===== config.mk =====
export PLATFORM = sky130hd
export DESIGN_NAME = ipc_irq_arbiter
export DESIGN_NICKNAME = d
export VERILOG_FILES = /design/src/include/ipc_pkg.sv /design/src/include/ipc_find_if.sv /design/src/hdl/ipc_irq_arbiter.sv /design/src/hdl/ipc_first_set.sv /design/src/hdl/ipc_field_reg.sv
export SDC_FILE = /design/constraint.sdc
export NUM_CORES = 1
export LEC_CHECK = 0
export BUFFER_PORTS_ARGS = -buffer_cell sky130_fd_sc_hd__clkbuf_2
export CELL_PAD_IN_SITES_DETAIL_PLACEMENT = 0
export CELL_PAD_IN_SITES_GLOBAL_PLACEMENT = 2
export CORE_MARGIN = 2
export CORE_UTILIZATION = 44
export DETAILED_ROUTE_END_ITERATION = 10
export GPL_TIMING_DRIVEN = 1
export PLACE_DENSITY_LB_ADDON = 0.1
export SLEW_MARGIN = 20
export SYNTH_ARGS = -nofsm -noshare
export SYNTH_HDL_FRONTEND = slang
export SYNTH_SLANG_ARGS = --single-unit

===== constraint.sdc =====
create_clock -name sys_clk -period 7.14 [get_ports sys_clk]
set_input_delay 1.428 -clock sys_clk [delete_from_list [all_inputs] [get_ports sys_clk]]
set_output_delay 1.428 -clock sys_clk [all_outputs]
set_load 0.05 [all_outputs]

===== src/include/ipc_pkg.sv =====
`default_nettype none
package ipc_pkg;
	// ----------------------------------------------------------------
	// Register offsets, in words above the module base
	// ----------------------------------------------------------------
	localparam logic [4:0] OFF_PRIO_FIRST = 5'h00;
	localparam logic [4:0] OFF_PRIO_LAST = 5'h06;
	localparam logic [4:0] OFF_VBA = 5'h07;
	localparam logic [4:0] OFF_FAST_MATCH_0 = 5'h08;
	localparam logic [4:0] OFF_FAST_LOW_0 = 5'h09;
	localparam logic [4:0] OFF_FAST_HIGH_0 = 5'h0a;
	localparam logic [4:0] OFF_FAST_MATCH_1 = 5'h0b;
	localparam logic [4:0] OFF_FAST_LOW_1 = 5'h0c;
	localparam logic [4:0] OFF_FAST_HIGH_1 = 5'h0d;
	localparam logic [4:0] OFF_PEND_FIRST = 5'h0e;
	localparam logic [4:0] OFF_PEND_LAST = 5'h11;
	localparam logic [4:0] OFF_CTRL = 5'h16;
	// ----------------------------------------------------------------
	// Sizes
	// ----------------------------------------------------------------
	localparam int NUM_PRIO = 7;
	localparam int FIELDS_PER_REG = 8;
	localparam int NUM_SRC = 64;
	localparam int NUM_FIELD_SRC = NUM_PRIO * FIELDS_PER_REG;
	localparam int NUM_LEVELS = 4;
	localparam int VEC_W = 6;
	localparam int ADDR_W = 22;
	localparam int FAST_HIGH_W = ADDR_W - 16;
	// ----------------------------------------------------------------
	// Priority field positions
	// ----------------------------------------------------------------
	localparam int CLOCK_LOCK_LSB = 14;
	localparam int LOW_VOLTAGE_LSB = 12;
	localparam int DEBUG_RX_FULL_LSB = 8;
	localparam int DEBUG_TX_EMPTY_LSB = 6;
	localparam int DEBUG_TRACE_LSB = 4;
	localparam int DEBUG_BREAKPOINT_LSB = 2;
	localparam int DEBUG_STEP_LSB = 0;
	localparam int PORT_D_LSB = 14;
	localparam int FLASH_BUFFERS_EMPTY_LSB = 4;
	localparam int FLASH_DONE_LSB = 2;
	localparam int FLASH_FAULT_LSB = 0;
	localparam logic [1:0] LEVEL_OFF = 2'h0;
	localparam logic [1:0] FAST_LEVEL = 2'h2;
	// ----------------------------------------------------------------
	// Control register fields
	// ----------------------------------------------------------------
	localparam int CTRL_IPIC_LSB = 14;
	localparam int CTRL_LOWPOWER_BIT = 13;
	localparam int CTRL_PRESENT_BIT = 12;
	localparam int CTRL_GLOBAL_OFF_BIT = 5;
	// ----------------------------------------------------------------
	// Reset values
	// ----------------------------------------------------------------
	localparam logic [15:0] PRIO_RST = 16'h0000;
	localparam logic [15:0] CFG_RST = 16'h0000;
endpackage
`default_nettype wire


===== src/include/ipc_find_if.sv =====
`timescale 1ns/1ps
`default_nettype none
interface ipc_find_if #(parameter int N = 64);
	logic [N-1:0] req;
	logic found;
	logic [$clog2(N)-1:0] idx;
	modport enc (input req, output found, output idx);
	modport user (output req, input found, input idx);
endinterface
`default_nettype wire


===== src/hdl/ipc_irq_arbiter.sv =====
`timescale 1ns/1ps
`default_nettype none
module ipc_irq_arbiter #(
	parameter logic [15:0] BASE_ADDR = 16'hf0e0
)(
	input wire logic sys_clk,
	input wire logic rst_n,
	input wire logic busSel,
	input wire logic busWr,
	input wire logic [15:0] busAddr,
	input wire logic [15:0] busWdata,
	output logic [15:0] busRdata,
	output logic busRdValid,
	input wire logic [ipc_pkg::NUM_SRC-1:0] irqReq,
	input wire logic [1:0] coreMask,
	input wire logic lowPowerMode,
	output logic irqAsserted,
	output logic [1:0] irqLevel,
	output logic [ipc_pkg::VEC_W-1:0] vecNum,
	output logic [ipc_pkg::ADDR_W-1:0] vecAddr,
	output logic fastHit,
	output logic wakeReq
);
	import ipc_pkg::*;

	// ----------------------------------------------------------------
	// Writable masks of the priority registers
	// ----------------------------------------------------------------
	localparam logic [15:0] PRIO0_WMASK =
		(16'h3 << CLOCK_LOCK_LSB) |
		(16'h3 << LOW_VOLTAGE_LSB) |
		(16'h3 << DEBUG_RX_FULL_LSB) |
		(16'h3 << DEBUG_TX_EMPTY_LSB) |
		(16'h3 << DEBUG_TRACE_LSB) |
		(16'h3 << DEBUG_BREAKPOINT_LSB) |
		(16'h3 << DEBUG_STEP_LSB);
	localparam logic [15:0] PRIO1_WMASK =
		(16'h3 << PORT_D_LSB) |
		(16'h3 << FLASH_BUFFERS_EMPTY_LSB) |
		(16'h3 << FLASH_DONE_LSB) |
		(16'h3 << FLASH_FAULT_LSB);
	localparam logic [15:0] PRIO_OTHER_WMASK = 16'hffff;

	// ----------------------------------------------------------------
	// Address decode
	// ----------------------------------------------------------------
	logic [15:0] offsFull;
	logic inRange;
	logic [4:0] offs;
	logic wrHit;
	logic rdHit;

	assign offsFull = busAddr - BASE_ADDR;
	assign inRange = (offsFull[15:5] == 11'h000);
	assign offs = offsFull[4:0];
	assign wrHit = busSel && busWr && inRange;
	assign rdHit = busSel && !busWr;

	// ----------------------------------------------------------------
	// Priority registers
	// ----------------------------------------------------------------
	logic [15:0] prio [NUM_PRIO];

	genvar r;
	generate
		for (r = 0; r < NUM_PRIO; r++)
		begin : g_prio
			localparam logic [15:0] WM = (r == 0) ? PRIO0_WMASK :
				(r == 1) ? PRIO1_WMASK : PRIO_OTHER_WMASK;
			ipc_field_reg #(
				.WMASK(WM),
				.RST(PRIO_RST)
			) u_prio (
				.sys_clk(sys_clk),
				.rst_n(rst_n),
				.wrEn(wrHit && (offs == 5'(r))),
				.wdata(busWdata),
				.q(prio[r])
			);
		end
	endgenerate

	// ----------------------------------------------------------------
	// Vector base, fast interrupt and control registers
	// ----------------------------------------------------------------
	logic [15:0] vba_r;
	logic [15:0] fastMatch_r [2];
	logic [15:0] fastLow_r [2];
	logic [15:0] fastHigh_r [2];
	logic globalOff_r;

	always_ff @(posedge sys_clk or negedge rst_n)
	begin
		if (!rst_n)
		begin
			vba_r <= CFG_RST;
			fastMatch_r[0] <= CFG_RST;
			fastMatch_r[1] <= CFG_RST;
			fastLow_r[0] <= CFG_RST;
			fastLow_r[1] <= CFG_RST;
			fastHigh_r[0] <= CFG_RST;
			fastHigh_r[1] <= CFG_RST;
			globalOff_r <= 1'b0;
		end
		else if (wrHit)
		begin
			case (offs)
				OFF_VBA: vba_r <= busWdata;
				OFF_FAST_MATCH_0: fastMatch_r[0] <= busWdata;
				OFF_FAST_LOW_0: fastLow_r[0] <= busWdata;
				OFF_FAST_HIGH_0: fastHigh_r[0] <= busWdata;
				OFF_FAST_MATCH_1: fastMatch_r[1] <= busWdata;
				OFF_FAST_LOW_1: fastLow_r[1] <= busWdata;
				OFF_FAST_HIGH_1: fastHigh_r[1] <= busWdata;
				OFF_CTRL: globalOff_r <= busWdata[CTRL_GLOBAL_OFF_BIT];
				default: ;
			endcase
		end
	end

	// ----------------------------------------------------------------
	// Per-source level decode
	// ----------------------------------------------------------------
	logic [1:0] code [NUM_SRC];
	logic [1:0] srcLevel [NUM_SRC];
	logic [NUM_SRC-1:0] enabled;
	logic [NUM_SRC-1:0] active;

	genvar s;
	generate
		for (s = 0; s < NUM_SRC; s++)
		begin : g_src
			if (s < NUM_FIELD_SRC)
			begin : g_field
				// Lowest source of a register sits in its top field
				assign code[s] = prio[s / FIELDS_PER_REG][2 * (7 - (s % FIELDS_PER_REG)) +: 2];
			end
			else
			begin : g_fixed
				assign code[s] = LEVEL_OFF;
			end
			// First register codes levels 1..3, the rest levels 0..2
			if (s < FIELDS_PER_REG)
			begin : g_hi
				assign srcLevel[s] = code[s];
			end
			else
			begin : g_lo
				assign srcLevel[s] = code[s] - 2'h1;
			end
			assign enabled[s] = (code[s] != LEVEL_OFF) && !globalOff_r;
			assign active[s] = irqReq[s] && enabled[s];
		end
	endgenerate

	// ----------------------------------------------------------------
	// One encoder per priority level
	// ----------------------------------------------------------------
	logic [NUM_LEVELS-1:0] lvlFound;
	logic [VEC_W-1:0] lvlIdx [NUM_LEVELS];

	genvar l;
	generate
		for (l = 0; l < NUM_LEVELS; l++)
		begin : g_lvl
			ipc_find_if #(.N(NUM_SRC)) fi ();
			always_comb
			begin
				for (int k = 0; k < NUM_SRC; k++)
				begin
					fi.req[k] = active[k] && (srcLevel[k] == 2'(l));
				end
			end
			ipc_first_set #(.N(NUM_SRC)) u_enc (
				.f(fi.enc)
			);
			assign lvlFound[l] = fi.found;
			assign lvlIdx[l] = fi.idx;
		end
	endgenerate

	// ----------------------------------------------------------------
	// Winner and vector address
	// ----------------------------------------------------------------
	logic winFound;
	logic [1:0] winLvl;
	logic [VEC_W-1:0] winIdx;
	logic winPresent;
	logic [1:0] fastSel;
	logic [ADDR_W-1:0] winAddr;

	always_comb
	begin
		winFound = 1'b0;
		winLvl = 2'h0;
		winIdx = '0;
		for (int k = 0; k < NUM_LEVELS; k++)
		begin
			if (lvlFound[k])
			begin
				winFound = 1'b1;
				winLvl = 2'(k);
				winIdx = lvlIdx[k];
			end
		end
	end

	// Core mask permits levels at or above its value
	assign winPresent = winFound && (winLvl >= coreMask);

	always_comb
	begin
		for (int k = 0; k < 2; k++)
		begin
			fastSel[k] = (winLvl == FAST_LEVEL) && (fastMatch_r[k][VEC_W-1:0] == winIdx);
		end
		if (fastSel[0])
			winAddr = {fastHigh_r[0][FAST_HIGH_W-1:0], fastLow_r[0]};
		else if (fastSel[1])
			winAddr = {fastHigh_r[1][FAST_HIGH_W-1:0], fastLow_r[1]};
		else
			winAddr = {vba_r, winIdx};
	end

	// ----------------------------------------------------------------
	// Core-facing outputs
	// ----------------------------------------------------------------
	always_ff @(posedge sys_clk or negedge rst_n)
	begin
		if (!rst_n)
		begin
			irqAsserted <= 1'b0;
			irqLevel <= 2'h0;
			vecNum <= '0;
			vecAddr <= '0;
			fastHit <= 1'b0;
		end
		else
		begin
			irqAsserted <= winPresent;
			irqLevel <= winPresent ? winLvl : 2'h0;
			vecNum <= winPresent ? winIdx : '0;
			vecAddr <= winPresent ? winAddr : '0;
			fastHit <= winPresent && (fastSel != 2'b00);
		end
	end

	// ----------------------------------------------------------------
	// Wake request in wait and stop
	// ----------------------------------------------------------------
	logic [NUM_SRC-1:0] entrySnap_r;

	// Enables are frozen at entry; later enables cannot wake
	always_ff @(posedge sys_clk or negedge rst_n)
	begin
		if (!rst_n)
			entrySnap_r <= '0;
		else if (!lowPowerMode)
			entrySnap_r <= enabled;
	end

	always_ff @(posedge sys_clk or negedge rst_n)
	begin
		if (!rst_n)
			wakeReq <= 1'b0;
		else
			wakeReq <= lowPowerMode && ((active & entrySnap_r) != '0);
	end

	// ----------------------------------------------------------------
	// Status views
	// ----------------------------------------------------------------
	logic [NUM_SRC-1:0] pend_r;
	logic [1:0] ipic;
	logic [15:0] ctrlView;

	always_ff @(posedge sys_clk or negedge rst_n)
	begin
		if (!rst_n)
			pend_r <= '0;
		else
			pend_r <= active;
	end

	always_comb
	begin
		case (irqLevel)
			2'h0: ipic = 2'h1;
			2'h1: ipic = 2'h2;
			default: ipic = 2'h3;
		endcase
		if (!irqAsserted)
			ipic = 2'h0;
		ctrlView = 16'h0000;
		ctrlView[CTRL_IPIC_LSB +: 2] = ipic;
		ctrlView[CTRL_LOWPOWER_BIT] = lowPowerMode;
		ctrlView[CTRL_PRESENT_BIT] = irqAsserted;
		ctrlView[CTRL_GLOBAL_OFF_BIT] = globalOff_r;
	end

	// ----------------------------------------------------------------
	// Read port
	// ----------------------------------------------------------------
	logic [15:0] rdMux;
	logic [4:0] pendSel;

	assign pendSel = offs - OFF_PEND_FIRST;

	always_comb
	begin
		rdMux = 16'h0000;
		if (inRange)
		begin
			if (offs <= OFF_PRIO_LAST)
				rdMux = prio[offs[2:0]];
			else if (offs == OFF_VBA)
				rdMux = vba_r;
			else if (offs == OFF_FAST_MATCH_0)
				rdMux = fastMatch_r[0];
			else if (offs == OFF_FAST_LOW_0)
				rdMux = fastLow_r[0];
			else if (offs == OFF_FAST_HIGH_0)
				rdMux = fastHigh_r[0];
			else if (offs == OFF_FAST_MATCH_1)
				rdMux = fastMatch_r[1];
			else if (offs == OFF_FAST_LOW_1)
				rdMux = fastLow_r[1];
			else if (offs == OFF_FAST_HIGH_1)
				rdMux = fastHigh_r[1];
			else if (offs >= OFF_PEND_FIRST && offs <= OFF_PEND_LAST)
				rdMux = pend_r[16 * pendSel[1:0] +: 16];
			else if (offs == OFF_CTRL)
				rdMux = ctrlView;
		end
	end

	always_ff @(posedge sys_clk or negedge rst_n)
	begin
		if (!rst_n)
		begin
			busRdata <= 16'h0000;
			busRdValid <= 1'b0;
		end
		else
		begin
			busRdValid <= rdHit;
			busRdata <= rdHit ? rdMux : 16'h0000;
		end
	end
endmodule
`default_nettype wire


===== src/hdl/ipc_first_set.sv =====
`timescale 1ns/1ps
`default_nettype none
// Finds the lowest numbered active request
module ipc_first_set #(
	parameter int N = 64
)(
	ipc_find_if.enc f
);
	localparam int IW = $clog2(N);

	always_comb
	begin
		f.found = 1'b0;
		f.idx = '0;
		for (int i = N - 1; i >= 0; i--)
		begin
			if (f.req[i])
			begin
				f.found = 1'b1;
				f.idx = IW'(i);
			end
		end
	end
endmodule
`default_nettype wire


===== src/hdl/ipc_field_reg.sv =====
`timescale 1ns/1ps
`default_nettype none
// Software register whose unwritable bits always read as zero
module ipc_field_reg #(
	parameter logic [15:0] WMASK = 16'hffff,
	parameter logic [15:0] RST = 16'h0000
)(
	input wire logic sys_clk,
	input wire logic rst_n,
	input wire logic wrEn,
	input wire logic [15:0] wdata,
	output logic [15:0] q
);
	always_ff @(posedge sys_clk or negedge rst_n)
	begin
		if (!rst_n)
			q <= RST & WMASK;
		else if (wrEn)
			q <= wdata & WMASK;
	end
endmodule
`default_nettype wire


==> impl_metrics.env <==
export IMPL_status="finished clean"
export IMPL_antenna_found_initial=1
export IMPL_synth_seq_cells=367
export IMPL_avgSynthCellArea_um2=10.80
export IMPL_coreArea_mm2=0.04528
export IMPL_worst_slew_pin_slew_ns=1.173
export IMPL_finalSetupTns_ns=0
export IMPL_vias=17050
export IMPL_regArea_mm2=0.009188
export IMPL_synth_edf_count=0
export IMPL_grt_pass1_wl_mm=120.9
export IMPL_critical_path_slowest_cell="dfrtp_4"
export IMPL_hpwl_mm=65.03
export IMPL_report_final_setup_viol=0
export IMPL_cp_slowest_stage_delay_ns=0.92
export IMPL_pre_cts_slack_ns=0.8737
export IMPL_cts_setup_buffers=0
export IMPL_hold_class="flop to flop"
export IMPL_die_y_um=217.9
export IMPL_grt_use_total_pct=36.02
export IMPL_period_share_pct=81.84
export IMPL_synth_cell_types=84
export IMPL_multiInputGateArea_mm2=0.01047
export IMPL_min_period_ns=5.844
export IMPL_area_delta_synth_final_pct=13.99
export IMPL_cts_max_path_buffers=3
export IMPL_clock_root_buffer="clkbuf_16"
export IMPL_leakage_uw=0.01038
export IMPL_htreeDepth=2
export IMPL_pwr_density_cell_mw_per_mm2=201.2
export IMPL_crit_path_end_kind="flop"
export IMPL_slew_headroom_pct=19.79
export IMPL_fin_ws_ns=1.296
export IMPL_syn_area_mm2=0.02013
export IMPL_die_area_mm2=0.04748
export IMPL_rows=78
export IMPL_layout_drive_gt1_share_pct=26.32
export IMPL_io_pins=153
export IMPL_io_buffer_count=139
export IMPL_grt_pass1_vias=16320
export IMPL_rsz0062_at_grt="false"
export IMPL_synth_cells=1864
export IMPL_cp_max_fo=71
export IMPL_start_util_pct=44.46
export IMPL_hold_viol=0
export IMPL_route_detailed_drc=0
export IMPL_ys_warnings_count=0
export IMPL_max_freq_ghz=0.1711
export IMPL_postCtsResizedCells=0
export IMPL_via_per_inst=6.532
export IMPL_worstPathArrival_ns=6.28
export IMPL_dieWidth_um=217.9
export IMPL_synthFlopType="dfrtp_1"
export IMPL_final_cell_mix="366 x dfrtp_1, 216 x mux2_2, 147 x nand2_1, 138 x clkbuf_2, 132 x nor2_1"
export IMPL_skew_ns=0.02836
export IMPL_grt_max_degree=152
export IMPL_cts_tree="yes"
export IMPL_drv_cap=0
export IMPL_antennaDiodeCount=0
export IMPL_criticalPathCategory="flop to flop"
export IMPL_gp_congestion=0.9568
export IMPL_drv_slew=0
export IMPL_clk_latency_ns=0.59
export IMPL_cp_required_ns=7.58
export IMPL_async_flop_share_pct=100.0
export IMPL_wirelength_mm=85.35
export IMPL_clk_pin_slew_ns=0.06
export IMPL_path_cells="or4bb_1 > nor4bb_1 > nand4bb_1 > nor4b_4 > buf_4 > a21boi_1 > o311ai_4 > xnor2_1 > or4b_1 > or4_4 > o21ai_1 > a21oi_2"
export IMPL_finalInstanceArea_mm2=0.02295
export IMPL_fillCellCount=4209
export IMPL_synth_nets=1969
export IMPL_nets=2084
export IMPL_numCtsBuffers=42
export IMPL_hold_buffers=0
export IMPL_place_area_mm2=0.02149
export IMPL_layout_commonest_cell="dfrtp_1"
export IMPL_cts_num_sinks=367
export IMPL_ys_seq_area_share_pct=45.62
export IMPL_irDropWorstVdd_mv=0.1941
export IMPL_grt_ovfl_total=0
export IMPL_startpoint_type="flop"
export IMPL_first_pass_iters=6
export IMPL_drt_wirelength_per_cell_um=32.70
export IMPL_drt_iter0_markers=1807
export IMPL_ant_nets=0
-- area by class of cell --
type / count / area share [%]
multi-input cells: 1377 / 45.62
clock buffers: 53 / 5.065
clock inverters: 22 / 1.287
flip-flops and latches: 367 / 40.04
inverters: 10 / 0.1636
well taps: 600 / 3.271
repair buffers: 181 / 4.558
-- final timing paths --
check                           depth (start not counted)               to            start  slack [ns]
worst max-delay path                                   12      vecAddr[10]      globalOff_r        1.30
worst min-delay path                                    2  entrySnap_r[46]  entrySnap_r[46]        0.48
worst max register to register                         12      vecAddr[10]      globalOff_r        1.30
worst min register to register                          2  entrySnap_r[46]  entrySnap_r[46]        0.48
max in group asynchronous                               2    fastLow_r[27]            rst_n        4.83
min in group asynchronous                               1          fastHit            rst_n        0.88
-- sequential cells by signal (all words and copies together) (netlist names), 6 cells and up --
signal,cells
vecNum,6
busRdata,16
g_prio.u_prio.q,102
fastHigh_r,32
pend_r,51
entrySnap_r,51
vba_r,16
vecAddr,22
fastMatch_r,32
fastLow_r,32
-- metrics by stage --
step,hold slack [ns],utilization [%],cells,power [uW]
global placement,0.4662,47.46,2535,2338
global route,0.4997,50.68,2610,4733
finish,0.4843,50.68,2610,4617
floorplan,0.4520,-,1864,2190
detailed placement,0.4733,47.46,2535,2340
CTS,0.4878,50.68,2610,4636
-- cells in the mapped netlist, types with 9 or more instances --
cell type / count / area share, %
nand4_1: 14 / 0.44
a21oi_1: 54 / 1.3
clkbuf_1: 78 / 1.5
a22o_1: 9 / 0.39
mux4_2: 15 / 1.7
a211oi_1: 14 / 0.52
nand4bb_1: 13 / 0.73
and3_1: 15 / 0.47
nand2b_1: 18 / 0.56
a31oi_1: 11 / 0.34
nand2_1: 147 / 2.7
nor2_1: 134 / 2.5
a222oi_1: 18 / 0.89
buf_1: 11 / 0.21
nand4b_1: 42 / 1.8
and4b_1: 21 / 1.0
nor3b_1: 51 / 1.9
a22oi_1: 37 / 1.4
nor3_1: 30 / 0.75
buf_2: 10 / 0.25
o21ai_0: 108 / 2.7
nor4bb_1: 88 / 4.4
nor4_1: 17 / 0.53
nor2b_1: 16 / 0.50
mux2i_1: 49 / 2.4
a221oi_1: 14 / 0.61
inv_1: 10 / 0.19
mux2_2: 216 / 12
o21ai_1: 20 / 0.50
a21oi_2: 10 / 0.44
dfrtp_1: 367 / 46
or4bb_1: 14 / 0.78
nand3_1: 26 / 0.65
o211ai_1: 33 / 1.2
-- critical path, delay by kind of cell, from the launching register on --
| kind | cells | cell delay, ns |
|---|---|---|
| AOI/OAI and AO/OA | 4 | 0.82 |
| xor gates and xnor gates | 1 | 0.18 |
| buffers and inverters | 1 | 0.22 |
| DFF | 1 | 0.92 |
| and+or+nand+nor | 6 | 3.42 |
-- cells by family after synthesis --
kind of cell	count (synthesis)	share of synthesized area, %
simple gates	710	22.61
xor+xnor	5	0.2175
compound gates	380	12.66
mux	280	16.20
fa+ha+maj	2	0.1243
buf+inv	120	2.573
flops	367	45.62
-- power by group --
part | internal [uW] | leakage (uW) | switching (uW)
Sequential | 2080 | 0.00511 | 0.572
Clock | 1380 | 0.000722 | 935
Combinational | 52.1 | 0.00454 | 171
Total | 3510 | 0.0104 | 1110
-- per-layer routing --
| metal | GRT usage [%] | share of wire, % | up-vias |
|---|---|---|---|
| met5 | 0 | 0 | - |
| met4 | 18.93 | 6.0 | 0 |
| met3 | 5.523 | 6.6 | 162 |
| met2 | 56.76 | 46 | 736 |
| met1 | 48.03 | 42 | 8769 |
| li1 | - | - | 7381 |
No activity file was read; power rests on OpenSTA's default activity.
